### src/hdl/dam_pkg.sv
// constants for the ddr3 address map and mode setup block
// assumes a 250 MHz controller clock and a classic wishbone register slave
// Operation
// - code 0001b: bank 15,14,13; row A10 from 16, A11 from 17
// - code 0010b: bank 15,14,13; row A10 28, A11 16, A12 17
// - code 0101b: bank 15,14,13; row A11 29, A12 16, A13 17
// - code 0110b: bank 16,15,14; row A11 29, A12 17; column A11 13
// - code 0111b: bank 15,14,13; row A12 30, A13 16, A14 17
// - code 1000b: bank 16,15,14; row A12 30, A13 17; column A11 13
// - code 1001b: bank 16,15,14; row A13 31, A14 17; column A11 13
// - code 1010b: bank 15,14,13; row A13 31, A14 16, A15 17
// - code 1011b: bank 16,15,14; row A14 32, A15 17; column A11 13
// - ganged mode: address bit 3 picks channel, all map bit numbers shift up one
// - one 4-bit map code per logical dimm, four logical dimms
// - mode setup fields go to MR0-MR3 at init; register resets to 0x00000004
// - for DDR2-1066 only the write-recovery field is passed on
// - bit 26 enables the multipurpose register as read data source
// - location field ignored while enable clear; only code 00b is used; with enable set the code passes bits 25:24 through
// - bit 23 selects precharge power-down entry and exit style
// - deep mode: wait at least 24ns after power-down exit before first read
package dam_pkg;
  localparam logic [7:0]  MAP_OFS       = 8'h80;
  localparam logic [7:0]  MODE_OFS      = 8'h84;
  localparam logic [7:0]  CTRL_OFS      = 8'h88;
  localparam logic [7:0]  STAT_OFS      = 8'h8C;
  localparam logic [31:0] MAP_RESET     = 32'h0000_0000;
  localparam logic [31:0] MODE_RESET    = 32'h0000_0004;
  localparam logic [31:0] CTRL_RESET    = 32'h0000_0000;
  localparam logic [31:0] MAP_WMASK     = 32'h0000_FFFF;
  localparam logic [31:0] MODE_WMASK    = 32'h07FF_FFFF;
  localparam logic [31:0] CTRL_WMASK    = 32'h0000_0007;
  localparam logic [31:0] TWR_MASK      = 32'h0000_0070;
  localparam int          MAP_CODE_W    = 4;
  localparam int          MPR_EN_BIT    = 26;
  localparam int          MPR_LOC_LSB   = 24;
  localparam int          PD_SEL_BIT    = 23;
  localparam int          GANG_BIT      = 0;
  localparam int          DDR2_BIT      = 1;
  localparam int          PD_ALLOW_BIT  = 2;
  localparam int          ST_HOLD_BIT   = 0;
  localparam int          ST_BADMAP_BIT = 1;
  localparam int          CLK_PERIOD_NS = 4;
  localparam int          XPDLL_NS      = 24;
  localparam int          XPDLL_CYC     = (XPDLL_NS + CLK_PERIOD_NS - 1) / CLK_PERIOD_NS;
  localparam logic [1:0]  MPR_LOC_PATTERN = 2'h0;
  typedef enum logic {DAM_IDLE = 1'b0, DAM_WAIT = 1'b1} dam_pd_state_t;
endpackage

### src/hdl/dam_pd_timer.sv
// holds off reads after a deep precharge power-down exit
// assumes pdExit is a one-cycle pulse from the power-down sequencer
module dam_pd_timer (
  input  wire logic clk,
  input  wire logic rst,
  input  wire logic pdExit,
  input  wire logic deepMode,
  input  wire logic allow,
  output logic      readHold
);
  dam_pkg::dam_pd_state_t state_r, state_nxt;
  logic [7:0] cnt_r, cnt_nxt;
  logic       hold_r, hold_nxt;

  always_comb begin
    state_nxt = state_r;
    cnt_nxt   = cnt_r;
    unique case (state_r)
      dam_pkg::DAM_IDLE: begin
        if (pdExit && allow && deepMode) begin
          state_nxt = dam_pkg::DAM_WAIT;
          cnt_nxt   = 8'(dam_pkg::XPDLL_CYC - 1);
        end
      end
      dam_pkg::DAM_WAIT: begin
        if (cnt_r == 8'h00) begin
          state_nxt = dam_pkg::DAM_IDLE;
        end else begin
          cnt_nxt = cnt_r - 8'h01;
        end
      end
    endcase
    hold_nxt = (state_nxt == dam_pkg::DAM_WAIT);
  end

  always_ff @(posedge clk or posedge rst) begin
    if (rst) begin
      state_r <= dam_pkg::DAM_IDLE;
      cnt_r   <= 8'h00;
      hold_r  <= 1'b0;
    end else begin
      state_r <= state_nxt;
      cnt_r   <= cnt_nxt;
      hold_r  <= hold_nxt;
    end
  end

  assign readHold = hold_r;
endmodule

### src/hdl/dam_top.sv
// register file, ganged-mode address steering and mode outputs of the map block
// assumes a classic wishbone master and a dram init engine reading mrsFields
module dam_top #(
  parameter int ADDR_W = 40
) (
  input  wire logic              clk,
  input  wire logic              rst,
  input  wire logic              wbCyc,
  input  wire logic              wbStb,
  input  wire logic              wbWe,
  input  wire logic [7:0]        wbAdr,
  input  wire logic [3:0]        wbSel,
  input  wire logic [31:0]       wbDatW,
  output logic [31:0]            wbDatR,
  output logic                   wbAck,
  input  wire logic              reqValid,
  input  wire logic [ADDR_W-1:0] reqAddr,
  input  wire logic [1:0]        reqDimm,
  input  wire logic              reqAutoPre,
  output logic                   xlatValid,
  output logic [2:0]             xlatBank,
  output logic [15:0]            xlatRow,
  output logic [11:0]            xlatCol,
  output logic                   xlatChannel,
  output logic                   xlatBadMap,
  output logic [31:0]            mrsFields,
  output logic                   mprEnable,
  output logic [1:0]             mprLocation,
  output logic                   pchgPdSelect,
  output logic                   powerdownAllow,
  input  wire logic              pdExit,
  output logic                   readHold
);
  logic [31:0] map_r, map_nxt, mode_r, mode_nxt, ctrl_r, ctrl_nxt;
  logic [31:0] rdat_r, rdat_nxt, mrs_r, mrs_nxt;
  logic        ack_r, ack_nxt, bad_r, bad_nxt;
  logic        multipurpose_readout_enable_r, multipurpose_readout_enable_nxt, pdSel_r, pdSel_nxt, allow_r, allow_nxt;
  logic [1:0]  multipurpose_location_r, multipurpose_location_nxt;
  logic [31:0] byteMask, statusWord;
  logic        access, wrMap, wrMode, wrCtrl, wrStat;
  logic        ganged, badPulse, holdNow;
  logic [3:0]  code;
  logic [ADDR_W-1:0] addrEff;

  // bus decode: one-cycle registered ack, unmapped reads return zero
  always_comb begin
    for (int b = 0; b < 4; b++) begin
      byteMask[8*b +: 8] = {8{wbSel[b]}};
    end
    access     = wbCyc && wbStb && !ack_r;
    wrMap      = access && wbWe && (wbAdr == dam_pkg::MAP_OFS);
    wrMode     = access && wbWe && (wbAdr == dam_pkg::MODE_OFS);
    wrCtrl     = access && wbWe && (wbAdr == dam_pkg::CTRL_OFS);
    wrStat     = access && wbWe && (wbAdr == dam_pkg::STAT_OFS);
    statusWord = '0;
    statusWord[dam_pkg::ST_HOLD_BIT]   = holdNow;
    statusWord[dam_pkg::ST_BADMAP_BIT] = bad_r;
    ack_nxt  = access;
    rdat_nxt = rdat_r;
    if (access) begin
      unique case (wbAdr)
        dam_pkg::MAP_OFS:  rdat_nxt = map_r;
        dam_pkg::MODE_OFS: rdat_nxt = mode_r;
        dam_pkg::CTRL_OFS: rdat_nxt = ctrl_r;
        dam_pkg::STAT_OFS: rdat_nxt = statusWord;
        default:           rdat_nxt = '0;
      endcase
    end
  end

  // register updates; reserved bits are masked to zero
  always_comb begin
    map_nxt  = map_r;
    mode_nxt = mode_r;
    ctrl_nxt = ctrl_r;
    if (wrMap) begin
      map_nxt = (map_r & ~byteMask) | (wbDatW & byteMask & dam_pkg::MAP_WMASK);
    end
    if (wrMode) begin
      mode_nxt = (mode_r & ~byteMask) | (wbDatW & byteMask & dam_pkg::MODE_WMASK);
    end
    if (wrCtrl) begin
      ctrl_nxt = (ctrl_r & ~byteMask) | (wbDatW & byteMask & dam_pkg::CTRL_WMASK);
    end
    // sticky bad-map flag: a new event wins over a write-one clear
    bad_nxt = bad_r;
    if (wrStat && wbSel[0] && wbDatW[dam_pkg::ST_BADMAP_BIT]) begin
      bad_nxt = 1'b0;
    end
    if (badPulse) begin
      bad_nxt = 1'b1;
    end
  end

  // mode values handed to the init engine and power-down logic
  always_comb begin
    if (ctrl_r[dam_pkg::DDR2_BIT]) begin
      mrs_nxt = mode_r & dam_pkg::TWR_MASK;
    end else begin
      mrs_nxt = mode_r;
    end
    multipurpose_readout_enable_nxt = mode_r[dam_pkg::MPR_EN_BIT];
    if (mode_r[dam_pkg::MPR_EN_BIT]) begin
      multipurpose_location_nxt = mode_r[dam_pkg::MPR_LOC_LSB +: 2];
    end else begin
      multipurpose_location_nxt = dam_pkg::MPR_LOC_PATTERN;
    end
    pdSel_nxt = mode_r[dam_pkg::PD_SEL_BIT];
    allow_nxt = ctrl_r[dam_pkg::PD_ALLOW_BIT];
  end

  // ganged mode moves every map bit up by one and bit 3 names the channel
  always_comb begin
    ganged = ctrl_r[dam_pkg::GANG_BIT];
    code   = map_r[reqDimm*dam_pkg::MAP_CODE_W +: dam_pkg::MAP_CODE_W];
    if (ganged) begin
      addrEff = reqAddr >> 1;
    end else begin
      addrEff = reqAddr;
    end
  end

  always_ff @(posedge clk or posedge rst) begin
    if (rst) begin
      map_r    <= dam_pkg::MAP_RESET;
      mode_r   <= dam_pkg::MODE_RESET;
      ctrl_r   <= dam_pkg::CTRL_RESET;
      rdat_r   <= '0;
      ack_r    <= 1'b0;
      bad_r    <= 1'b0;
      mrs_r    <= '0;
      multipurpose_readout_enable_r  <= 1'b0;
      multipurpose_location_r <= 2'h0;
      pdSel_r  <= 1'b0;
      allow_r  <= 1'b0;
    end else begin
      map_r    <= map_nxt;
      mode_r   <= mode_nxt;
      ctrl_r   <= ctrl_nxt;
      rdat_r   <= rdat_nxt;
      ack_r    <= ack_nxt;
      bad_r    <= bad_nxt;
      mrs_r    <= mrs_nxt;
      multipurpose_readout_enable_r  <= multipurpose_readout_enable_nxt;
      multipurpose_location_r <= multipurpose_location_nxt;
      pdSel_r  <= pdSel_nxt;
      allow_r  <= allow_nxt;
    end
  end

  dam_xlat #(
    .ADDR_W (ADDR_W)
  ) uXlat (
    .clk        (clk),
    .rst        (rst),
    .inValid    (reqValid),
    .inAddr     (addrEff),
    .inCode     (code),
    .inAutoPre  (reqAutoPre),
    .inChannel  (ganged && reqAddr[3]),
    .outValid   (xlatValid),
    .outBank    (xlatBank),
    .outRow     (xlatRow),
    .outCol     (xlatCol),
    .outChannel (xlatChannel),
    .outBadMap  (badPulse)
  );

  dam_pd_timer uPdTimer (
    .clk      (clk),
    .rst      (rst),
    .pdExit   (pdExit),
    .deepMode (!pdSel_r),
    .allow    (allow_r),
    .readHold (holdNow)
  );

  assign xlatBadMap     = badPulse;
  assign readHold       = holdNow;
  assign wbDatR         = rdat_r;
  assign wbAck          = ack_r;
  assign mrsFields      = mrs_r;
  assign mprEnable      = multipurpose_readout_enable_r;
  assign mprLocation    = multipurpose_location_r;
  assign pchgPdSelect   = pdSel_r;
  assign powerdownAllow = allow_r;
endmodule

### src/hdl/dam_xlat.sv
// translates one system address into ddr3 bank, row and column
// assumes address already shifted for ganged mode; outputs are registered
module dam_xlat #(
  parameter int ADDR_W = 40
) (
  input  wire logic              clk,
  input  wire logic              rst,
  input  wire logic              inValid,
  input  wire logic [ADDR_W-1:0] inAddr,
  input  wire logic [3:0]        inCode,
  input  wire logic              inAutoPre,
  input  wire logic              inChannel,
  output logic                   outValid,
  output logic [2:0]             outBank,
  output logic [15:0]            outRow,
  output logic [11:0]            outCol,
  output logic                   outChannel,
  output logic                   outBadMap
);
  logic        valid_r, valid_nxt, chan_r, chan_nxt, bad_r, bad_nxt;
  logic [2:0]  bank_r, bank_nxt;
  logic [15:0] row_r, row_nxt;
  logic [11:0] col_r, col_nxt;
  int          nHigh;
  logic        isX4, codeOk;

  always_comb begin
    nHigh  = 0;
    isX4   = 1'b0;
    codeOk = 1'b1;
    unique case (inCode)
      4'h1: nHigh = 0;
      4'h2: nHigh = 1;
      4'h5: nHigh = 2;
      4'h6: begin nHigh = 2; isX4 = 1'b1; end
      4'h7: nHigh = 3;
      4'h8: begin nHigh = 3; isX4 = 1'b1; end
      4'h9: begin nHigh = 4; isX4 = 1'b1; end
      4'hA: nHigh = 4;
      4'hB: begin nHigh = 5; isX4 = 1'b1; end
      default: codeOk = 1'b0;
    endcase
  end

  always_comb begin
    row_nxt = '0;
    col_nxt = '0;
    for (int i = 0; i < 10; i++) begin
      row_nxt[i] = inAddr[18+i];
      col_nxt[i] = inAddr[3+i];
    end
    col_nxt[10] = inAutoPre;
    for (int i = 0; i < 5; i++) begin
      if (i < nHigh) begin
        row_nxt[10+i] = inAddr[28+i];
      end
    end
    if (isX4) begin
      row_nxt[10+nHigh] = inAddr[17];
      col_nxt[11]       = inAddr[13];
      bank_nxt          = {inAddr[16], inAddr[15], inAddr[14]};
    end else begin
      row_nxt[10+nHigh] = inAddr[16];
      row_nxt[11+nHigh] = inAddr[17];
      bank_nxt          = {inAddr[15], inAddr[14], inAddr[13]};
    end
    if (!codeOk) begin
      row_nxt  = '0;
      col_nxt  = '0;
      bank_nxt = '0;
    end
    valid_nxt = inValid;
    chan_nxt  = inChannel;
    bad_nxt   = inValid && !codeOk;
  end

  always_ff @(posedge clk or posedge rst) begin
    if (rst) begin
      valid_r <= 1'b0;
      chan_r  <= 1'b0;
      bad_r   <= 1'b0;
      bank_r  <= '0;
      row_r   <= '0;
      col_r   <= '0;
    end else begin
      valid_r <= valid_nxt;
      chan_r  <= chan_nxt;
      bad_r   <= bad_nxt;
      bank_r  <= bank_nxt;
      row_r   <= row_nxt;
      col_r   <= col_nxt;
    end
  end

  assign outValid   = valid_r;
  assign outBank    = bank_r;
  assign outRow     = row_r;
  assign outCol     = col_r;
  assign outChannel = chan_r;
  assign outBadMap  = bad_r;
endmodule

### config.mk
export PLATFORM = sky130hd
export DESIGN_NAME = dam_top
export DESIGN_NICKNAME = d
export VERILOG_FILES = /design/src/hdl/dam_pkg.sv /design/src/hdl/dam_pd_timer.sv /design/src/hdl/dam_top.sv /design/src/hdl/dam_xlat.sv
export SDC_FILE = /design/constraint.sdc
export NUM_CORES = 1
export LEC_CHECK = 0
export BUFFER_PORTS_ARGS = -buffer_cell sky130_fd_sc_hd__clkbuf_2
export CORE_MARGIN = 2
export CORE_UTILIZATION = 30
export CTS_BUF_LIST = sky130_fd_sc_hd__clkbuf_8
export CTS_CLUSTER_SIZE = 28
export DETAILED_ROUTE_END_ITERATION = 7
export GPL_TIMING_DRIVEN = 1
export HOLD_SLACK_MARGIN = 0.05
export PLACE_DENSITY = 0.55
export SLEW_MARGIN = 15
export SYNTH_ARGS = -nofsm -noshare
export SYNTH_HDL_FRONTEND = slang
export SYNTH_SLANG_ARGS = --single-unit
### constraint.sdc
create_clock -name clk -period 6.95 [get_ports clk]
set_input_delay 1.39 -clock clk [delete_from_list [all_inputs] [get_ports clk]]
set_output_delay 1.39 -clock clk [all_outputs]
set_load 0.01 [all_outputs]
; Word-level counts from Yosys, hierarchy flattened
; Index checks and enable logic that the tools add are counted.
[classes]
n_addsub = 3
magnitude_cmp = 9
n_eq_ne = 15
n_shift = 1
muxes = 33
n_bitwise = 9
n_reduce_logical = 26
[op_table]
columns = cell, n
row1 = $pmux W32 S4, 1
row2 = $and A32 B32 Y32, 3
row3 = $ge A32 B1 Y1 const B, 2
row4 = $lt A32 B6 Y1 const B, 2
row5 = $bwmux W16, 3
row6 = $mux W33, 1
row7 = $eq A8 B8 Y1 const B, 4
row8 = $mux W16, 2
row9 = $mux W32, 1
row10 = $not A32 Y32, 1
row11 = $or A32 B16 Y32, 1
row12 = $or A32 B27 Y32, 1
row13 = $or A32 B3 Y32, 1
row14 = $shiftx A32 B5 Y4, 1
row15 = $and A27 B27 Y27, 1
row16 = $eq A4 B4 Y1 const B, 4
row17 = $mux W8, 2
row18 = $pmux W8 S2, 1
row19 = $logic_and A1 B1 Y1, 15
row20 = $pmux W3 S5, 1
row21 = $mux W1, 14
row22 = $eq A4 B3 Y1 const B, 3
row23 = $mux W12, 1
row24 = $add A4 B3 Y5 const A, 2
row25 = 20 further kinds, 28
[word_totals]
ff_bits = 210
in_bits = 94
out_inout_bits = 105
word_cells = 115

; Longest topological paths before layout
[logic_depth]
word_depth = 13
mapped_depth = 13

; Modules after synthesis
; From an unflattened synthesis, not the netlist that was laid out.
[hier_totals]
cells_unflattened = 761
hier_area_um2 = 9671.8
[by_module_without_submodules]
columns = mod, instances, cells_per_inst, area_each_um2, seq_area_each_um2
row1 = dam_top, 1, 503, 7153.1, 4180.3
row2 = dam_xlat, 1, 208, 1990.7, 850.8
row3 = dam_pd_timer, 1, 50, 528.0, 225.2

; Least setup slack after synthesis
; Ideal clock, no wire load.
[synth_timing]
kind = input port to flip-flop
from = in reqDimm[0]
to = reg uXlat.row_r[11], in the netlist uXlat.outRow[11]
setup_ps = 101
arrival_time_ps = 3999
slack_ps = 2850
path_stages = 11
path_buffers = 1
path_cell_list = mux4_2 -> buf_4 -> nor2_1 -> o21a_1 -> inv_1 -> ha_1 -> nand2b_1 -> or3_1 -> mux2_2 -> a21oi_1 -> o32ai_1
[synth_between]
elab_chain_cells = 13
word_cells_on_any_way = 37
[synth_rtl]
columns = element, line_no
row1 = from (decl), dam_top.sv:18  ; input wire logic [1:0] reqDimm,
row2 = $shiftx A32 B5 Y4 *, dam_top.sv:115  ; code = map_r[reqDimm*dam_pkg::MAP_CODE_W +: dam_pkg::MAP_CODE_W];
row3 = $eq A4 B4 Y1 / $eq A4 B3 Y1 (equally long branches), dam_xlat.sv:31  ; unique case (inCode)
row4 = $reduce_or A2 Y1 (no source line), --
row5 = $pmux W3 S5, dam_xlat.sv:31
row6 = $add A4 B3 Y5, "dam_xlat.sv:59, dam_xlat.sv:63"
row7 = $ge A32 B1 Y1 (not written as such) / $lt A32 B6 Y1 (equally long branches), "dam_xlat.sv:59, dam_xlat.sv:63"
row8 = $logic_and A1 B1 Y1 (not written as such), "dam_xlat.sv:59, dam_xlat.sv:63"
row9 = $mux W1 (not written as such), "dam_xlat.sv:59, dam_xlat.sv:63"
row10 = $demux W1 S4, --
row11 = $bwmux W16, dam_xlat.sv:63  ; row_nxt[10+nHigh] = inAddr[16];
row12 = $bwmux W16, dam_xlat.sv:64  ; row_nxt[11+nHigh] = inAddr[17];
row13 = $mux W16, dam_xlat.sv:58  ; if (isX4) begin
row14 = $mux W16 *, dam_xlat.sv:67  ; if (!codeOk) begin
row15 = named net uXlat.row_nxt[11], dam_xlat.sv:22  ; logic [15:0] row_r, row_nxt;
row16 = to (signal assigned), dam_xlat.sv:90  ; row_r <= row_nxt;
row17 = to (decl), dam_xlat.sv:22
; The timed path passes the listed nets; every way through them passes the cells marked *.
; A chain may end at the register's enable or synchronous reset.

; Worst setup path in the final report
; Ends and elaborated chain as after synthesis.

==> parameters.txt <==
Parameter                              Value

CTS
  Clock latency of the later-clocked register in the worst-skew pair ... around 0.53 ns
  Max H-tree Level ... 2
  Buffer cell driving the clock tree root ... sky130_fd_sc_hd__clkbuf_8
  Post-CTS setup repair buffer count ... 0
  Clock Tree Buf Depth ... 3
  Number of clock sinks ... 210
  CTS resizes ... 0
  Post-cts hold buffer count ... 0
  Clock-pin transition on the worst setup and hold timing paths ... approximately 0.05 ns
  TritonCTS buffer count ... 39
  CTS tree ... built

Cells and area
  Fillcell total ... around 3,000
  Cell Count, Final, Fillers Out ... approximately 1,400
  Area of the multi-input gates ... about 3700 um2
  Layout area overhead ... 23.3%
  Ratio of cells with drive above 1 in the final layout ... between 30% and 40%
  Register Area ... ~5300 um2
  Number of nets at the end of the flow ... 1,079

Die
  Die extent in y ... 179 um
  Area of the die ... 32,000 um2
  Cell row count ... 64
  Die Wd ... 179 um
  Starting utilization of the core area ... a little under a third
  Core ar. ... between 30,000 and 40,000 um2
  I/O pin count ... roughly 200

Worst hold path
  Class of the most critical hold timing path ... reg2reg
  Worst hold path cell count ... 0
  Worst-case hold path end point ... mrsFields[4]

Global route
  First-pass GRT wire length ... between 30,000 and 40,000 um
  Overall global routing resource usage ... between 10% and 20%
  Via count of the first global-routing pass ... 6,702
  Number of antenna violations at the first check in global routing ... 3
  Maximum number of pins on one net before global-route repair ... approximately 170
  Remaining Overflow, GRT ... 0

Detailed routing
  Wire length per cell after detailed routing ... 17.3 um
  Count of vias placed by the detailed router ... between 6,000 and 7,000
  DRC violations left ... 0
  Number of detailed-routing iterations run before antenna repair ... 5
  DRC violation total after the first TritonRoute iteration ... 384
  Post-DRT Antenna Nets ... 0
  Wire length after detailed routing ... ~24,000 um
  Post-detailed-route via-to-cell ratio ... 4.68

Power
  Power spent charging and discharging nets ... around 0.6 mW
  Worst IR drop on VDD ... 143 uV
  PD cells ... ~230 nW/um2
  Design internal power ... 1.95 mW
  Gate power share ... around 4.5%
  Leakage dissipation ... around 5.7 nW
  Power share of the sequential group ... between 40% and 50%
  Power consumption ... 2.55 mW
  Switching Fraction ... 23.5%
  Clock power frac ... a little under half

Job
  Max_cap viols ... 0

Timing
  WHS ... 0.397 ns
  Total negative slack for setup checks ... 0 ns
  Fmax ... roughly 230 MHz
  Endpoints failing hold ... 0
  Actual transition at the worst max-transition pin ... around 1.1 ns
  Number of max-slew violations in the final report ... 0
  Number of setup violations in the final report ... 0
  Headroom to the max-slew limit ... roughly a quarter
  Post-route minimum period ... ~4.4 ns
  Maximum clock skew at final layout ... ~0.027 ns
  Portion of the clock cycle consumed by the worst path in the final layout ... a little over three fifths
  RSZ-0062 raised after global routing ... no

Setup path
  Arrival time at the worst endpoint ... ~4.8 ns
  Setup slack of the most critical reg-to-reg path ... 3.22 ns
  Critical path start-end classification ... in2reg
  Worst r2r dst ... uXlat.outRow[11]
  Number of cell instances on the worst register-to-register path ... 10
  Critical path launch point ... reqDimm[0]
  Critical path peak fanout ... 16
  Critical path launch point type ... primary input
  Crit path capture type ... register
  Required time of the critical path ... between 7 and 8 ns

Logic synthesis
  Synthesized area per cell ... approximately 12 um2
  Async SR Flop Fraction ... 100%
  Number of synthesized register bits ... 210
  Cells taking the most area after synthesis ... sky130_fd_sc_hd__dfrtp_1, sky130_fd_sc_hd__mux2_2, sky130_fd_sc_hd__mux2i_1, sky130_fd_sc_hd__and2_1, sky130_fd_sc_hd__nand2_1
  Cell area after synthesis ... between 9000 and 10,000 um2
  Net count after synthesis ... ~880
  Most common cell in the netlist ... sky130_fd_sc_hd__dfrtp_1
  Synth cell count leaders ... sky130_fd_sc_hd__dfrtp_1, sky130_fd_sc_hd__nand2_1, sky130_fd_sc_hd__mux2i_1, sky130_fd_sc_hd__nor2_1, sky130_fd_sc_hd__mux2_2
  Post-synth top area share ... 57.0%
  Count of unique library cells instantiated by Yosys ... 66
  Number of enable flip-flop cells after synthesis ... 0
  Cell accounting for the most synthesized area ... sky130_fd_sc_hd__dfrtp_1
  Post-synthesis cell count ... approximately 800
  Yosys warning count ... 0
  Commonest register cell after synthesis ... sky130_fd_sc_hd__dfrtp_1
  Post-synthesis sequential area ratio ... a little under three fifths

Run status
  Run status ... finished clean

Placed design
  Global placer's final weighted congestion ... about 0.86
  Sum of net half-perimeters after detailed placement ... around 16,000 um
  Number of buffers inserted by port buffering ... roughly 180
  Number of placed cells counting well taps ... 1,333
## worst max-delay path, cell delays in order
cell and delay (ns):
sky130_fd_sc_hd__clkbuf_2 0.17, sky130_fd_sc_hd__mux4_2 0.71, sky130_fd_sc_hd__or4b_4 0.63, sky130_fd_sc_hd__o21a_1 0.18, sky130_fd_sc_hd__inv_1 0.09, sky130_fd_sc_hd__ha_1 0.49, sky130_fd_sc_hd__nand2b_1 0.35, sky130_fd_sc_hd__or3_1 0.21
sky130_fd_sc_hd__mux2_2 0.34, sky130_fd_sc_hd__a21oi_1 0.11, sky130_fd_sc_hd__o32ai_1 0.10
## layer usage
| metal | up-vias | GRT usage (%) | routed length (um) |
|---|---|---|---|
| met2 | 197 | 24.0 | 11000 |
| met3 | 44 | 3.94 | 1690 |
| met1 | 3220 | 20.9 | 11000 |
| met5 | - | 0 | 0 |
| met4 | 0 | 5.15 | 626 |
| li1 | 3122 | - | - |
## per-stage QoR
step	cell area [um2]	setup WS, ns	utilization [%]
floorplan	9190	2.83	-
global placement	10500	2.05	34.6
detailed placement	10500	2.03	34.6
CTS	11300	2.60	37.3
global route	11300	2.41	37.3
finish	11300	2.56	37.3
## worst max path at each step
stage | end | slack [ns] | cells after the start
2_1_floorplan | async pin | 2.83 | 1
3_3_place_gp | uXlat.outRow[11] | 2.05 | 11
3_5_place_dp | uXlat.outRow[11] | 2.03 | 11
4_1_cts | uXlat.outRow[11] | 2.60 | 11
5_1_grt | uXlat.outRow[11] | 2.41 | 11
6_report | uXlat.outRow[11] | 2.56 | 11
## cell families after synthesis
family,synth area share (%)
AO/OA/AOI/OAI,8.19
adder cells (fa/ha/maj),0.954
buffers and inverters,2.18
AND/OR/NAND/NOR,15.1
flip-flops,57.3
XOR/XNOR,0.859
multiplexers,15.5
## area by class of cell
class | count | share of cell area, %
clock buffer | 50 | 6.08
tap | 396 | 4.38
inverter | 9 | 0.332
timing repair buffer | 191 | 8.71
multi-input combinational | 527 | 33.0
antenna | 3 | 0.0663
clock inverter | 20 | 1.02
sequential | 210 | 46.4
## cells in the final DEF (no fill, tap or decap), types with 3 or more instances in the layout
cell	n
sky130_fd_sc_hd__dfrtp_1	208
sky130_fd_sc_hd__clkbuf_2	184
sky130_fd_sc_hd__nand2_1	65
sky130_fd_sc_hd__mux2i_1	63
sky130_fd_sc_hd__nor2_1	62
sky130_fd_sc_hd__mux2_2	58
sky130_fd_sc_hd__and2_1	56
sky130_fd_sc_hd__clkbuf_8	50
sky130_fd_sc_hd__a21oi_1	37
sky130_fd_sc_hd__o21ai_0	34
sky130_fd_sc_hd__nor2b_1	31
sky130_fd_sc_hd__inv_1	21
sky130_fd_sc_hd__nor3_1	11
sky130_fd_sc_hd__nand2b_1	9
sky130_fd_sc_hd__xnor2_1	7
sky130_fd_sc_hd__o211ai_1	7
sky130_fd_sc_hd__ha_1	7
sky130_fd_sc_hd__nand3_1	6
sky130_fd_sc_hd__mux4_2	6
sky130_fd_sc_hd__o2111ai_1	6
sky130_fd_sc_hd__buf_4	6
sky130_fd_sc_hd__nand4_1	4
sky130_fd_sc_hd__clkinv_2	4
sky130_fd_sc_hd__diode_2	3
sky130_fd_sc_hd__a31oi_1	3
## power by group through the flow
stage	combinational, mW	clock [mW]	sequential, mW
floorplan	0.0604	0	1.26
global placement	0.119	0	1.25
detailed placement	0.119	0	1.25
CTS	0.120	1.25	1.23
global route	0.130	1.31	1.23
finish	0.116	1.20	1.23
Power figures use the tool's default switching activity.
